<file path="src/core/cmf_pkg.sv">
// Package: register map, field layout and reset values for the message center format block
//
// Overview of operation
// - Transmitter sends as many data bytes as the byte count field holds, at most 8; larger counts send 8.
// - On reception the byte count field is loaded with the received byte count.
// - Direction bit 3: one makes a transmitter, zero makes a receiver.
// - Format bit selects 29-bit or 11-bit identifiers; other format is never accepted.
// - Identifier mask enable bit 1 switches identifier masking on or off.
// - Masking off: every identifier bit must equal the arbitration bits.
// - Masking off: a remote request is answered only on an exact match.
// - Masking on: only positions with mask bit one are compared.
// - On a masked match the whole message, arbitration bits included, is loaded; the code loads only the identifier and byte count, no data bytes.
// - Direction and both mask enables change only while the ready flag is zero.
// - Data mask enable includes first two data bytes, masked against arbitration 0 and 1.
`default_nettype none
package cmf_pkg;
  // Byte addresses of the APB registers
  localparam logic [7:0] ADDR_FORMAT = 8'h00;
  localparam logic [7:0] ADDR_ARB = 8'h04;
  localparam logic [7:0] ADDR_MASK = 8'h08;
  localparam logic [7:0] ADDR_CTRL = 8'h0C;
  localparam logic [7:0] ADDR_RXID = 8'h10;
  localparam logic [7:0] ADDR_STAT = 8'h14;
  // Format register fields
  localparam int BC_HI = 7;
  localparam int BC_LO = 4;
  localparam int DIR_BIT = 3;
  localparam int FMT_BIT = 2;
  localparam int IDM_BIT = 1;
  localparam int DBM_BIT = 0;
  // Control register fields
  localparam int RDY_BIT = 0;
  // Reset values
  localparam logic [7:0] FORMAT_RST = 8'h00;
  localparam logic [28:0] ARB_RST = 29'h0;
  localparam logic [28:0] MASK_RST = 29'h0;
  localparam logic [15:0] DMASK_RST = 16'h0;
  localparam logic [3:0] BC_MAX = 4'h8;
  localparam logic [31:0] RD_ZERO = 32'h0;
endpackage
`default_nettype wire

</file>
<file path="src/core/cmf_id_cmp.sv">
// Masked comparator between received bits and stored arbitration bits
`default_nettype none
module cmf_id_cmp #(
  parameter int W = 29
) (
  input wire logic [W-1:0] rx,
  input wire logic [W-1:0] arb,
  input wire logic [W-1:0] mask,
  input wire logic use_mask,
  output logic hit
);
  logic [W-1:0] eff;
  assign eff = use_mask ? mask : {W{1'b1}};
  assign hit = ((rx ^ arb) & eff) == '0;
endmodule
`default_nettype wire

</file>
<file path="src/core/cmf_tx_count.sv">
// Counter that paces transmitted data bytes up to the programmed byte count
`default_nettype none
module cmf_tx_count (
  input wire logic CLOCK,
  input wire logic RESET,
  input wire logic start,
  input wire logic [3:0] count,
  input wire logic byte_done,
  output logic busy,
  output logic [3:0] index
);
  logic [3:0] left_r;
  logic [3:0] idx_r;
  always_ff @(posedge CLOCK or posedge RESET) begin
    if (RESET) begin
      left_r <= 4'h0;
      idx_r <= 4'h0;
    end else if (start) begin
      left_r <= (count > cmf_pkg::BC_MAX) ? cmf_pkg::BC_MAX : count;
      idx_r <= 4'h0;
    end else if (byte_done && left_r != 4'h0) begin
      left_r <= left_r - 4'h1;
      idx_r <= idx_r + 4'h1;
    end
  end
  assign busy = left_r != 4'h0;
  assign index = idx_r;
endmodule
`default_nettype wire

</file>
<file path="src/core/cmf_top.sv">
// Message center format register and acceptance filter with APB slave
//
// Added by the designer: the register offsets and the APB interface to the registers.
`default_nettype none
module cmf_top (
  input wire logic CLOCK,
  input wire logic RESET,
  input wire logic PSEL,
  input wire logic PENABLE,
  input wire logic PWRITE,
  input wire logic [7:0] PADDR,
  input wire logic [31:0] PWDATA,
  output logic [31:0] PRDATA,
  output logic PREADY,
  output logic PSLVERR,
  // Frame engine side: received frame offered for acceptance
  input wire logic RX_VALID,
  input wire logic [28:0] RX_ID,
  input wire logic RX_EXT,
  input wire logic RX_RTR,
  input wire logic [3:0] RX_DLC,
  input wire logic [15:0] RX_DATA01,
  output logic RX_ACCEPT,
  output logic RX_REJECT,
  output logic REMOTE_ANSWER,
  // Frame engine side: transmission
  input wire logic TX_START,
  input wire logic TX_BYTE_DONE,
  output logic TX_ENABLE,
  output logic TX_EXT,
  output logic [3:0] TX_DLC,
  output logic TX_BUSY,
  output logic [3:0] TX_INDEX
);
  ////////////////////////////////////////////////////////////////////////////
  // Registers
  logic [7:0] format_r;
  logic [28:0] arb_r;
  logic [28:0] mask_r;
  logic [15:0] dmask_r;
  logic ready_r;
  logic [28:0] rxid_r;
  logic acc_r;
  logic rej_r;
  logic rem_r;
  logic [31:0] prdata_r;
  logic wr_en;
  logic rd_en;
  logic addr_ok;
  logic [7:0] format_nxt;
  logic [3:0] rx_dlc_r;
  logic [28:0] rx_id_hold_r;

  assign wr_en = PSEL && PENABLE && PWRITE;
  assign rd_en = PSEL && PENABLE && !PWRITE;
  assign PREADY = 1'b1;
  assign addr_ok = (PADDR == cmf_pkg::ADDR_FORMAT) || (PADDR == cmf_pkg::ADDR_ARB) ||
                   (PADDR == cmf_pkg::ADDR_MASK) || (PADDR == cmf_pkg::ADDR_CTRL) ||
                   (PADDR == cmf_pkg::ADDR_RXID) || (PADDR == cmf_pkg::ADDR_STAT);
  assign PSLVERR = PSEL && PENABLE && !addr_ok;

  ////////////////////////////////////////////////////////////////////////////
  // Acceptance test
  logic id_hit;
  logic data_hit;
  logic fmt_ok;
  logic rx_ok;
  logic [28:0] id_cut;
  logic [28:0] arb_cut;

  // Standard frames compare only the low 11 identifier bits
  assign id_cut = format_r[cmf_pkg::FMT_BIT] ? RX_ID : {18'h0, RX_ID[10:0]};
  assign arb_cut = format_r[cmf_pkg::FMT_BIT] ? arb_r : {18'h0, arb_r[10:0]};
  assign fmt_ok = RX_EXT == format_r[cmf_pkg::FMT_BIT];

  cmf_id_cmp #(.W(29)) u_id (
    .rx(id_cut),
    .arb(arb_cut),
    .mask(mask_r),
    .use_mask(format_r[cmf_pkg::IDM_BIT]),
    .hit(id_hit)
  );
  cmf_id_cmp #(.W(16)) u_data (
    .rx(RX_DATA01),
    .arb(arb_r[15:0]),
    .mask(dmask_r),
    .use_mask(1'b1),
    .hit(data_hit)
  );

  // Data bytes are only tested when enabled and not in a remote frame
  assign rx_ok = fmt_ok && id_hit &&
                 (!format_r[cmf_pkg::DBM_BIT] || RX_RTR || data_hit);

  // Registered pulses back to the frame engine
  always_ff @(posedge CLOCK or posedge RESET) begin
    if (RESET) begin
      acc_r <= 1'b0;
      rej_r <= 1'b0;
      rem_r <= 1'b0;
    end else begin
      acc_r <= RX_VALID && ready_r && rx_ok && !RX_RTR && !format_r[cmf_pkg::DIR_BIT];
      rej_r <= RX_VALID && !(ready_r && rx_ok);
      rem_r <= RX_VALID && ready_r && rx_ok && RX_RTR && format_r[cmf_pkg::DIR_BIT];
    end
  end
  assign RX_ACCEPT = acc_r;
  assign RX_REJECT = rej_r;
  assign REMOTE_ANSWER = rem_r;

  ////////////////////////////////////////////////////////////////////////////
  // Format register
  always_comb begin
    format_nxt = format_r;
    if (wr_en && PADDR == cmf_pkg::ADDR_FORMAT) begin
      format_nxt[cmf_pkg::BC_HI:cmf_pkg::BC_LO] = PWDATA[cmf_pkg::BC_HI:cmf_pkg::BC_LO];
      format_nxt[cmf_pkg::FMT_BIT] = PWDATA[cmf_pkg::FMT_BIT];
      if (!ready_r) begin
        format_nxt[cmf_pkg::DIR_BIT] = PWDATA[cmf_pkg::DIR_BIT];
        format_nxt[cmf_pkg::IDM_BIT] = PWDATA[cmf_pkg::IDM_BIT];
        format_nxt[cmf_pkg::DBM_BIT] = PWDATA[cmf_pkg::DBM_BIT];
      end
    end
    // Hardware load of the received byte count wins over a software write
    if (acc_r) begin
      format_nxt[cmf_pkg::BC_HI:cmf_pkg::BC_LO] = rx_dlc_r;
    end
  end

  always_ff @(posedge CLOCK or posedge RESET) begin
    if (RESET) begin
      rx_dlc_r <= 4'h0;
      rx_id_hold_r <= 29'h0;
    end else if (RX_VALID) begin
      rx_dlc_r <= RX_DLC;
      rx_id_hold_r <= RX_ID;
    end
  end

  always_ff @(posedge CLOCK or posedge RESET) begin
    if (RESET) begin
      format_r <= cmf_pkg::FORMAT_RST;
    end else begin
      format_r <= format_nxt;
    end
  end

  ////////////////////////////////////////////////////////////////////////////
  // Arbitration, masks, ready flag, received identifier
  always_ff @(posedge CLOCK or posedge RESET) begin
    if (RESET) begin
      arb_r <= cmf_pkg::ARB_RST;
      rxid_r <= 29'h0;
    end else if (acc_r) begin
      arb_r <= rx_id_hold_r;
      rxid_r <= rx_id_hold_r;
    end else if (wr_en && PADDR == cmf_pkg::ADDR_ARB) begin
      arb_r <= PWDATA[28:0];
    end
  end

  always_ff @(posedge CLOCK or posedge RESET) begin
    if (RESET) begin
      mask_r <= cmf_pkg::MASK_RST;
      dmask_r <= cmf_pkg::DMASK_RST;
    end else begin
      if (wr_en && PADDR == cmf_pkg::ADDR_MASK) begin
        mask_r <= PWDATA[28:0];
      end
      if (wr_en && PADDR == cmf_pkg::ADDR_CTRL) begin
        dmask_r <= PWDATA[31:16];
      end
    end
  end

  always_ff @(posedge CLOCK or posedge RESET) begin
    if (RESET) begin
      ready_r <= 1'b0;
    end else if (wr_en && PADDR == cmf_pkg::ADDR_CTRL) begin
      ready_r <= PWDATA[cmf_pkg::RDY_BIT];
    end
  end

  ////////////////////////////////////////////////////////////////////////////
  // Read data
  always_ff @(posedge CLOCK or posedge RESET) begin
    if (RESET) begin
      prdata_r <= cmf_pkg::RD_ZERO;
    end else if (PSEL && !PENABLE && !PWRITE) begin
      case (PADDR)
        cmf_pkg::ADDR_FORMAT: prdata_r <= {24'h0, format_r};
        cmf_pkg::ADDR_ARB: prdata_r <= {3'h0, arb_r};
        cmf_pkg::ADDR_MASK: prdata_r <= {3'h0, mask_r};
        cmf_pkg::ADDR_CTRL: prdata_r <= {dmask_r, 15'h0, ready_r};
        cmf_pkg::ADDR_RXID: prdata_r <= {3'h0, rxid_r};
        cmf_pkg::ADDR_STAT: prdata_r <= {27'h0, TX_BUSY, TX_INDEX};
        default: prdata_r <= cmf_pkg::RD_ZERO;
      endcase
    end
  end
  assign PRDATA = rd_en ? prdata_r : cmf_pkg::RD_ZERO;

  ////////////////////////////////////////////////////////////////////////////
  // Transmit side
  assign TX_ENABLE = ready_r && format_r[cmf_pkg::DIR_BIT];
  assign TX_EXT = format_r[cmf_pkg::FMT_BIT];
  assign TX_DLC = format_r[cmf_pkg::BC_HI:cmf_pkg::BC_LO];

  cmf_tx_count u_tx (
    .CLOCK(CLOCK),
    .RESET(RESET),
    .start(TX_START && TX_ENABLE),
    .count(TX_DLC),
    .byte_done(TX_BYTE_DONE),
    .busy(TX_BUSY),
    .index(TX_INDEX)
  );

  // Byte target seen by the transmit checks, taken when a start is honoured
  logic [3:0] tx_goal_r;
  always_ff @(posedge CLOCK or posedge RESET) begin
    if (RESET) begin
      tx_goal_r <= 4'h0;
    end else if (TX_START && TX_ENABLE) begin
      tx_goal_r <= (TX_DLC > cmf_pkg::BC_MAX) ? cmf_pkg::BC_MAX : TX_DLC;
    end
  end
endmodule
`default_nettype wire

</file>
<file path="config.mk">
export PLATFORM = sky130hd
export DESIGN_NAME = cmf_top
export DESIGN_NICKNAME = d
export VERILOG_FILES = /design/src/core/cmf_pkg.sv /design/src/core/cmf_id_cmp.sv /design/src/core/cmf_tx_count.sv /design/src/core/cmf_top.sv
export SDC_FILE = /design/constraint.sdc
export NUM_CORES = 1
export LEC_CHECK = 0
export ABC_AREA = 1
export BUFFER_PORTS_ARGS = -buffer_cell sky130_fd_sc_hd__buf_4
export CORE_MARGIN = 2
export CORE_UTILIZATION = 52
export CTS_CLUSTER_SIZE = 40
export DETAILED_ROUTE_END_ITERATION = 8
export PLACE_DENSITY = 0.81
export SYNTH_ARGS = -nofsm -noshare
export SYNTH_HDL_FRONTEND = slang
export SYNTH_SLANG_ARGS = --single-unit
</file>
<file path="constraint.sdc">
create_clock -name CLOCK -period 4.9 [get_ports CLOCK]
set_clock_uncertainty 0.2 [all_clocks]
set_input_delay 0 -clock CLOCK [delete_from_list [all_inputs] [get_ports CLOCK]]
set_output_delay 0 -clock CLOCK [all_outputs]
set_load 0.02 [all_outputs]
</file>
==> results_tabular.tex <==
\begin{tabular}{lr}
\hline
Metric & Value \\
\hline
\multicolumn{2}{l}{\textbf{Status}} \\
\quad Status & finished, final reports clean \\
\multicolumn{2}{l}{\textbf{Route}} \\
\quad Number of design rule violations left after detail routing & 0 \\
\quad Routed Antenna Nets & 0 \\
\quad Total Wirelength & 28,700 um \\
\quad Overall via count from detail\_route & 9,190 \\
\quad Iteration-0 DRC count of the detailed router & 984 \\
\quad Via count normalized by instance count & 5.48 \\
\quad Average wire length per cell after detail routing & 17.1 um \\
\quad Number of optimization iterations in the first detailed-route pass & 6 \\
\multicolumn{2}{l}{\textbf{Floorplanning}} \\
\quad Initial Util & 52.8\% \\
\quad Total Die Area & 19,200 um2 \\
\quad Die Y & 139 um \\
\quad Top Ports & 147 \\
\quad Horizontal die dimension & 139 um \\
\quad Core footprint & 17,800 um2 \\
\quad Number of rows in the core area & 49 \\
\multicolumn{2}{l}{\textbf{Critical path}} \\
\quad Launching instance or port of the critical path & PWRITE \\
\quad Capturing element type of the critical path & flip-flop \\
\quad Critical path class & primary input to flip-flop \\
\quad Setup slack on the worst flop-to-flop path & 2050 ps \\
\quad Critical path required time & 5070 ps \\
\quad Highest net fanout along the worst path & 23 \\
\quad Startpoint of the worst-slack reg-to-reg timing path & format\_r[1] \\
\quad Data arrival time at the worst-slack endpoint & 3390 ps \\
\quad Startpoint type of the worst setup path & primary input \\
\quad Endpoint of the worst-slack reg-to-reg timing path & REMOTE\_ANSWER \\
\quad R2R depth & 12 \\
\multicolumn{2}{l}{\textbf{STA}} \\
\quad Remaining max-slew budget at the tightest pin & 23.4\% \\
\quad Final worst slack & 1680 ps \\
\quad Highest attainable clock frequency & 310 MHz \\
\quad Unrepaired setup endpoints after global routing & false \\
\quad Setup-failing EPs final & 0 \\
\quad Transition time of the tightest slew-check pin & 1150 ps \\
\quad Count of pins over their slew limit & 0 \\
\quad Share of the clock period used by the worst path & 65.7\% \\
\quad Post-Route Setup TNS & 0 ps \\
\quad Total count of hold-check failures in the final report & 0 \\
\quad Clock period minus worst slack & 3220 ps \\
\multicolumn{2}{l}{\textbf{Global route}} \\
\quad Initial antenna violation count & 0 \\
\quad Gr usage total & 30.4\% \\
\quad Global-route wire length before repair & 46,300 um \\
\quad Number of global-route vias before repair & 9,051 \\
\quad GRT Residual Overflow & 0 \\
\quad Maximum number of pins on one net before global-route repair & 189 \\
\multicolumn{2}{l}{\textbf{Clock tree}} \\
\quad Number of buffers added by the clock tree synthesis step & 17 \\
\quad Clock transition at path regs & 70 ps \\
\quad Clock latency reported for the late side of the worst-skew pair & 440 ps \\
\quad Clock tree buffer depth & 2 \\
\quad Clock root cell & clkbuf\_16 \\
\quad Count of cells resized by post-cts repair & 0 \\
\quad Max H-tree Level & 4 \\
\quad Number of clock sinks & 188 \\
\quad TritonCTS clock tree & done \\
\multicolumn{2}{l}{\textbf{Synthesis}} \\
\quad Synth Register Bits & 188 \\
\quad Area of the mapped netlist & 9420 um2 \\
\quad Fraction of the yosys area taken by sequential cells & 49.9\% \\
\quad Distinct cell type count of the synthesized netlist & 36 \\
\quad Top post-synthesis cells by area & dfrtp\_1, nand2\_1, inv\_1, o21ai\_0, nor2\_1 \\
\quad Post-synthesis net count & 1,318 \\
\quad Yosys Warn Count & 0 \\
\quad Cell type with the largest total area after synthesis & dfrtp\_1 \\
\quad Post-synth top area share & 49.9\% \\
\quad Post-synthesis area per instance & 7.74 um2 \\
\quad Number of instances in the synthesized netlist & 1,217 \\
\multicolumn{2}{l}{\textbf{Min path}} \\
\quad Hold Path Depth & 11 \\
\quad Origin of the worst min-delay path & RX\_DATA01[0] \\
\quad Tightest Hold Check Type & primary input to flip-flop \\
\quad Sink of the worst hold path & RX\_REJECT \\
\multicolumn{2}{l}{\textbf{Power and ir drop}} \\
\quad Clock group share of total power & 39.7\% \\
\quad Cell-internal power & 2.71 mW \\
\quad Relative contribution of sequential cells to total power & 46.4\% \\
\quad Switching Fraction & 24.9\% \\
\quad VDD IR max & 0.000254 V \\
\quad Power density over the cells & 295 nW/um2 \\
\quad Leakage power figure & 5.93 nW \\
\quad Switching pwr & 897 uW \\
\quad Share of power burned in combinational logic & 13.8\% \\
\multicolumn{2}{l}{\textbf{Placement}} \\
\quad Placed cell count & 1,546 \\
\quad HPWL after DPL & 18,500 um \\
\quad Routability congestion estimate & 0.902 \\
\quad Worst slack at placement & 2370 ps \\
\quad Number of I/O port buffers & 145 \\
\multicolumn{2}{l}{\textbf{Cells and area}} \\
\quad Most frequent standard cell in the layout excluding fill and tap cells & nand2\_1 \\
\quad Synth-to-Final Area Change & 29.8\% \\
\quad Final standard cell count with taps included and fillers excluded & 1,677 \\
\quad Most frequent cells in the layout & nand2\_1, inv\_1, dfrtp\_1 \\
\quad Layout cell share with drive strength beyond 1 & 15.2\% \\
\quad Number of nets in the finished design & 1,538 \\
\quad Inserted Diodes & 0 \\
\multicolumn{2}{l}{\textbf{Run}} \\
\quad Max-Cap Viols & 0 \\
\hline
\end{tabular}
[critical path: stages]
cell           delay [ps]
dlygate4sd3_1         540
buf_4                 140
nor3_2                150
dlygate4sd3_1         570
buf_4                 250
inv_1                 350
buf_4                 330
nor2_1                260
o31ai_1               120
o21ai_0                90
dlygate4sd3_1         580
[routing by layer]
layer	global-route usage, %	part of all wire, %	up-vias
li1	-	-	4280
met1	41.3	41	4352
met2	49.3	48	492
met3	5.21	8.8	66
met4	12.1	2.7	0
met5	0	0	-
[cells in the mapped netlist (all sizes together)]
library cell / number
a21oi: 35
a221oi: 1
a31oi: 1
and3: 1
buf: 25
clkbuf: 30
conb: 1
dfrtp: 188
ha: 2
inv: 209
mux2: 16
nand2: 288
nand3: 71
nand3b: 1
nand4: 3
nor2: 129
nor3: 12
nor3b: 9
o2111ai: 1
o211ai: 28
o21ai: 119
o221ai: 8
o22ai: 24
o311ai: 1
o31ai: 1
or2: 7
xor2: 6
[cell families after synthesis]
family          after synthesis  share of synthesized area, %
buf+inv                     264                          11.2
simple gates                521                          22.9
compound gates              219                          13.2
fa+ha+maj                     2                         0.266
mux                          16                          1.91
flops                       188                          49.9
xor+xnor                      6                         0.558
other cells                   1                        0.0398
[timing repair]
item / 4_1_cts / 5_1_grt
hold buffers: 101 / 0
setup buffers: 0 / 0
endpoints found under the hold margin: 328 / 0
endpoints found under the setup margin: 0 / 0
[final cells by class]
| type | instances | area (um2) |
|---|---|---|
| fill | 1381 | 5610 |
| inverter | 209 | 788 |
| multi-input combinational | 765 | 3660 |
| clock inverter | 7 | 113 |
| timing repair buffer | 256 | 2190 |
| sequential | 188 | 4700 |
| clock buffer | 23 | 488 |
| tap | 229 | 287 |
[metrics by stage]
stage	instance area [um2]	total power [mW]	hold WS [ps]	utilization, %
after detailed placement	10600	2.11	13.0	59.5
final	12200	3.61	22.4	68.5
after global routing	12200	3.74	29.8	68.5
after CTS	12200	3.60	3.20	68.5
after global placement	10600	2.10	7.71	59.5
after floorplan	9420	1.93	-79.0	-
[how the worst max path moves through the flow]
| stage | endpoint | slack (ps) | cells past startpoint |
|---|---|---|---|
| after floorplan | REMOTE_ANSWER | 2280 | 1 |
| after global placement | mask_r[5] | 2540 | 9 |
| after detailed placement | mask_r[16] | 2370 | 8 |
| after CTS | prdata_r[4] | 1770 | 11 |
| after global routing | prdata_r[4] | 1520 | 11 |
| final | prdata_r[4] | 1680 | 11 |
[power by group through the flow]
stage | sequential, mW | clock (mW) | combinational, mW
after floorplan | 1.71 | 0 | 0.223
after global placement | 1.70 | 0 | 0.404
after detailed placement | 1.70 | 0 | 0.414
after CTS | 1.67 | 1.44 | 0.491
after global routing | 1.68 | 1.50 | 0.552
final | 1.67 | 1.43 | 0.499
[state kept, by name (all words and copies together), names as in the netlist, 4 cells and up]
register	count
u_tx.index	4
u_tx.left_r	4
format_r	8
prdata_r	32
rx_id_hold_r	29
arb_r	29
mask_r	29
rxid_r	29
rx_dlc_r	4
dmask_r	16
Note: power is estimated with default switching activity, not from simulation.
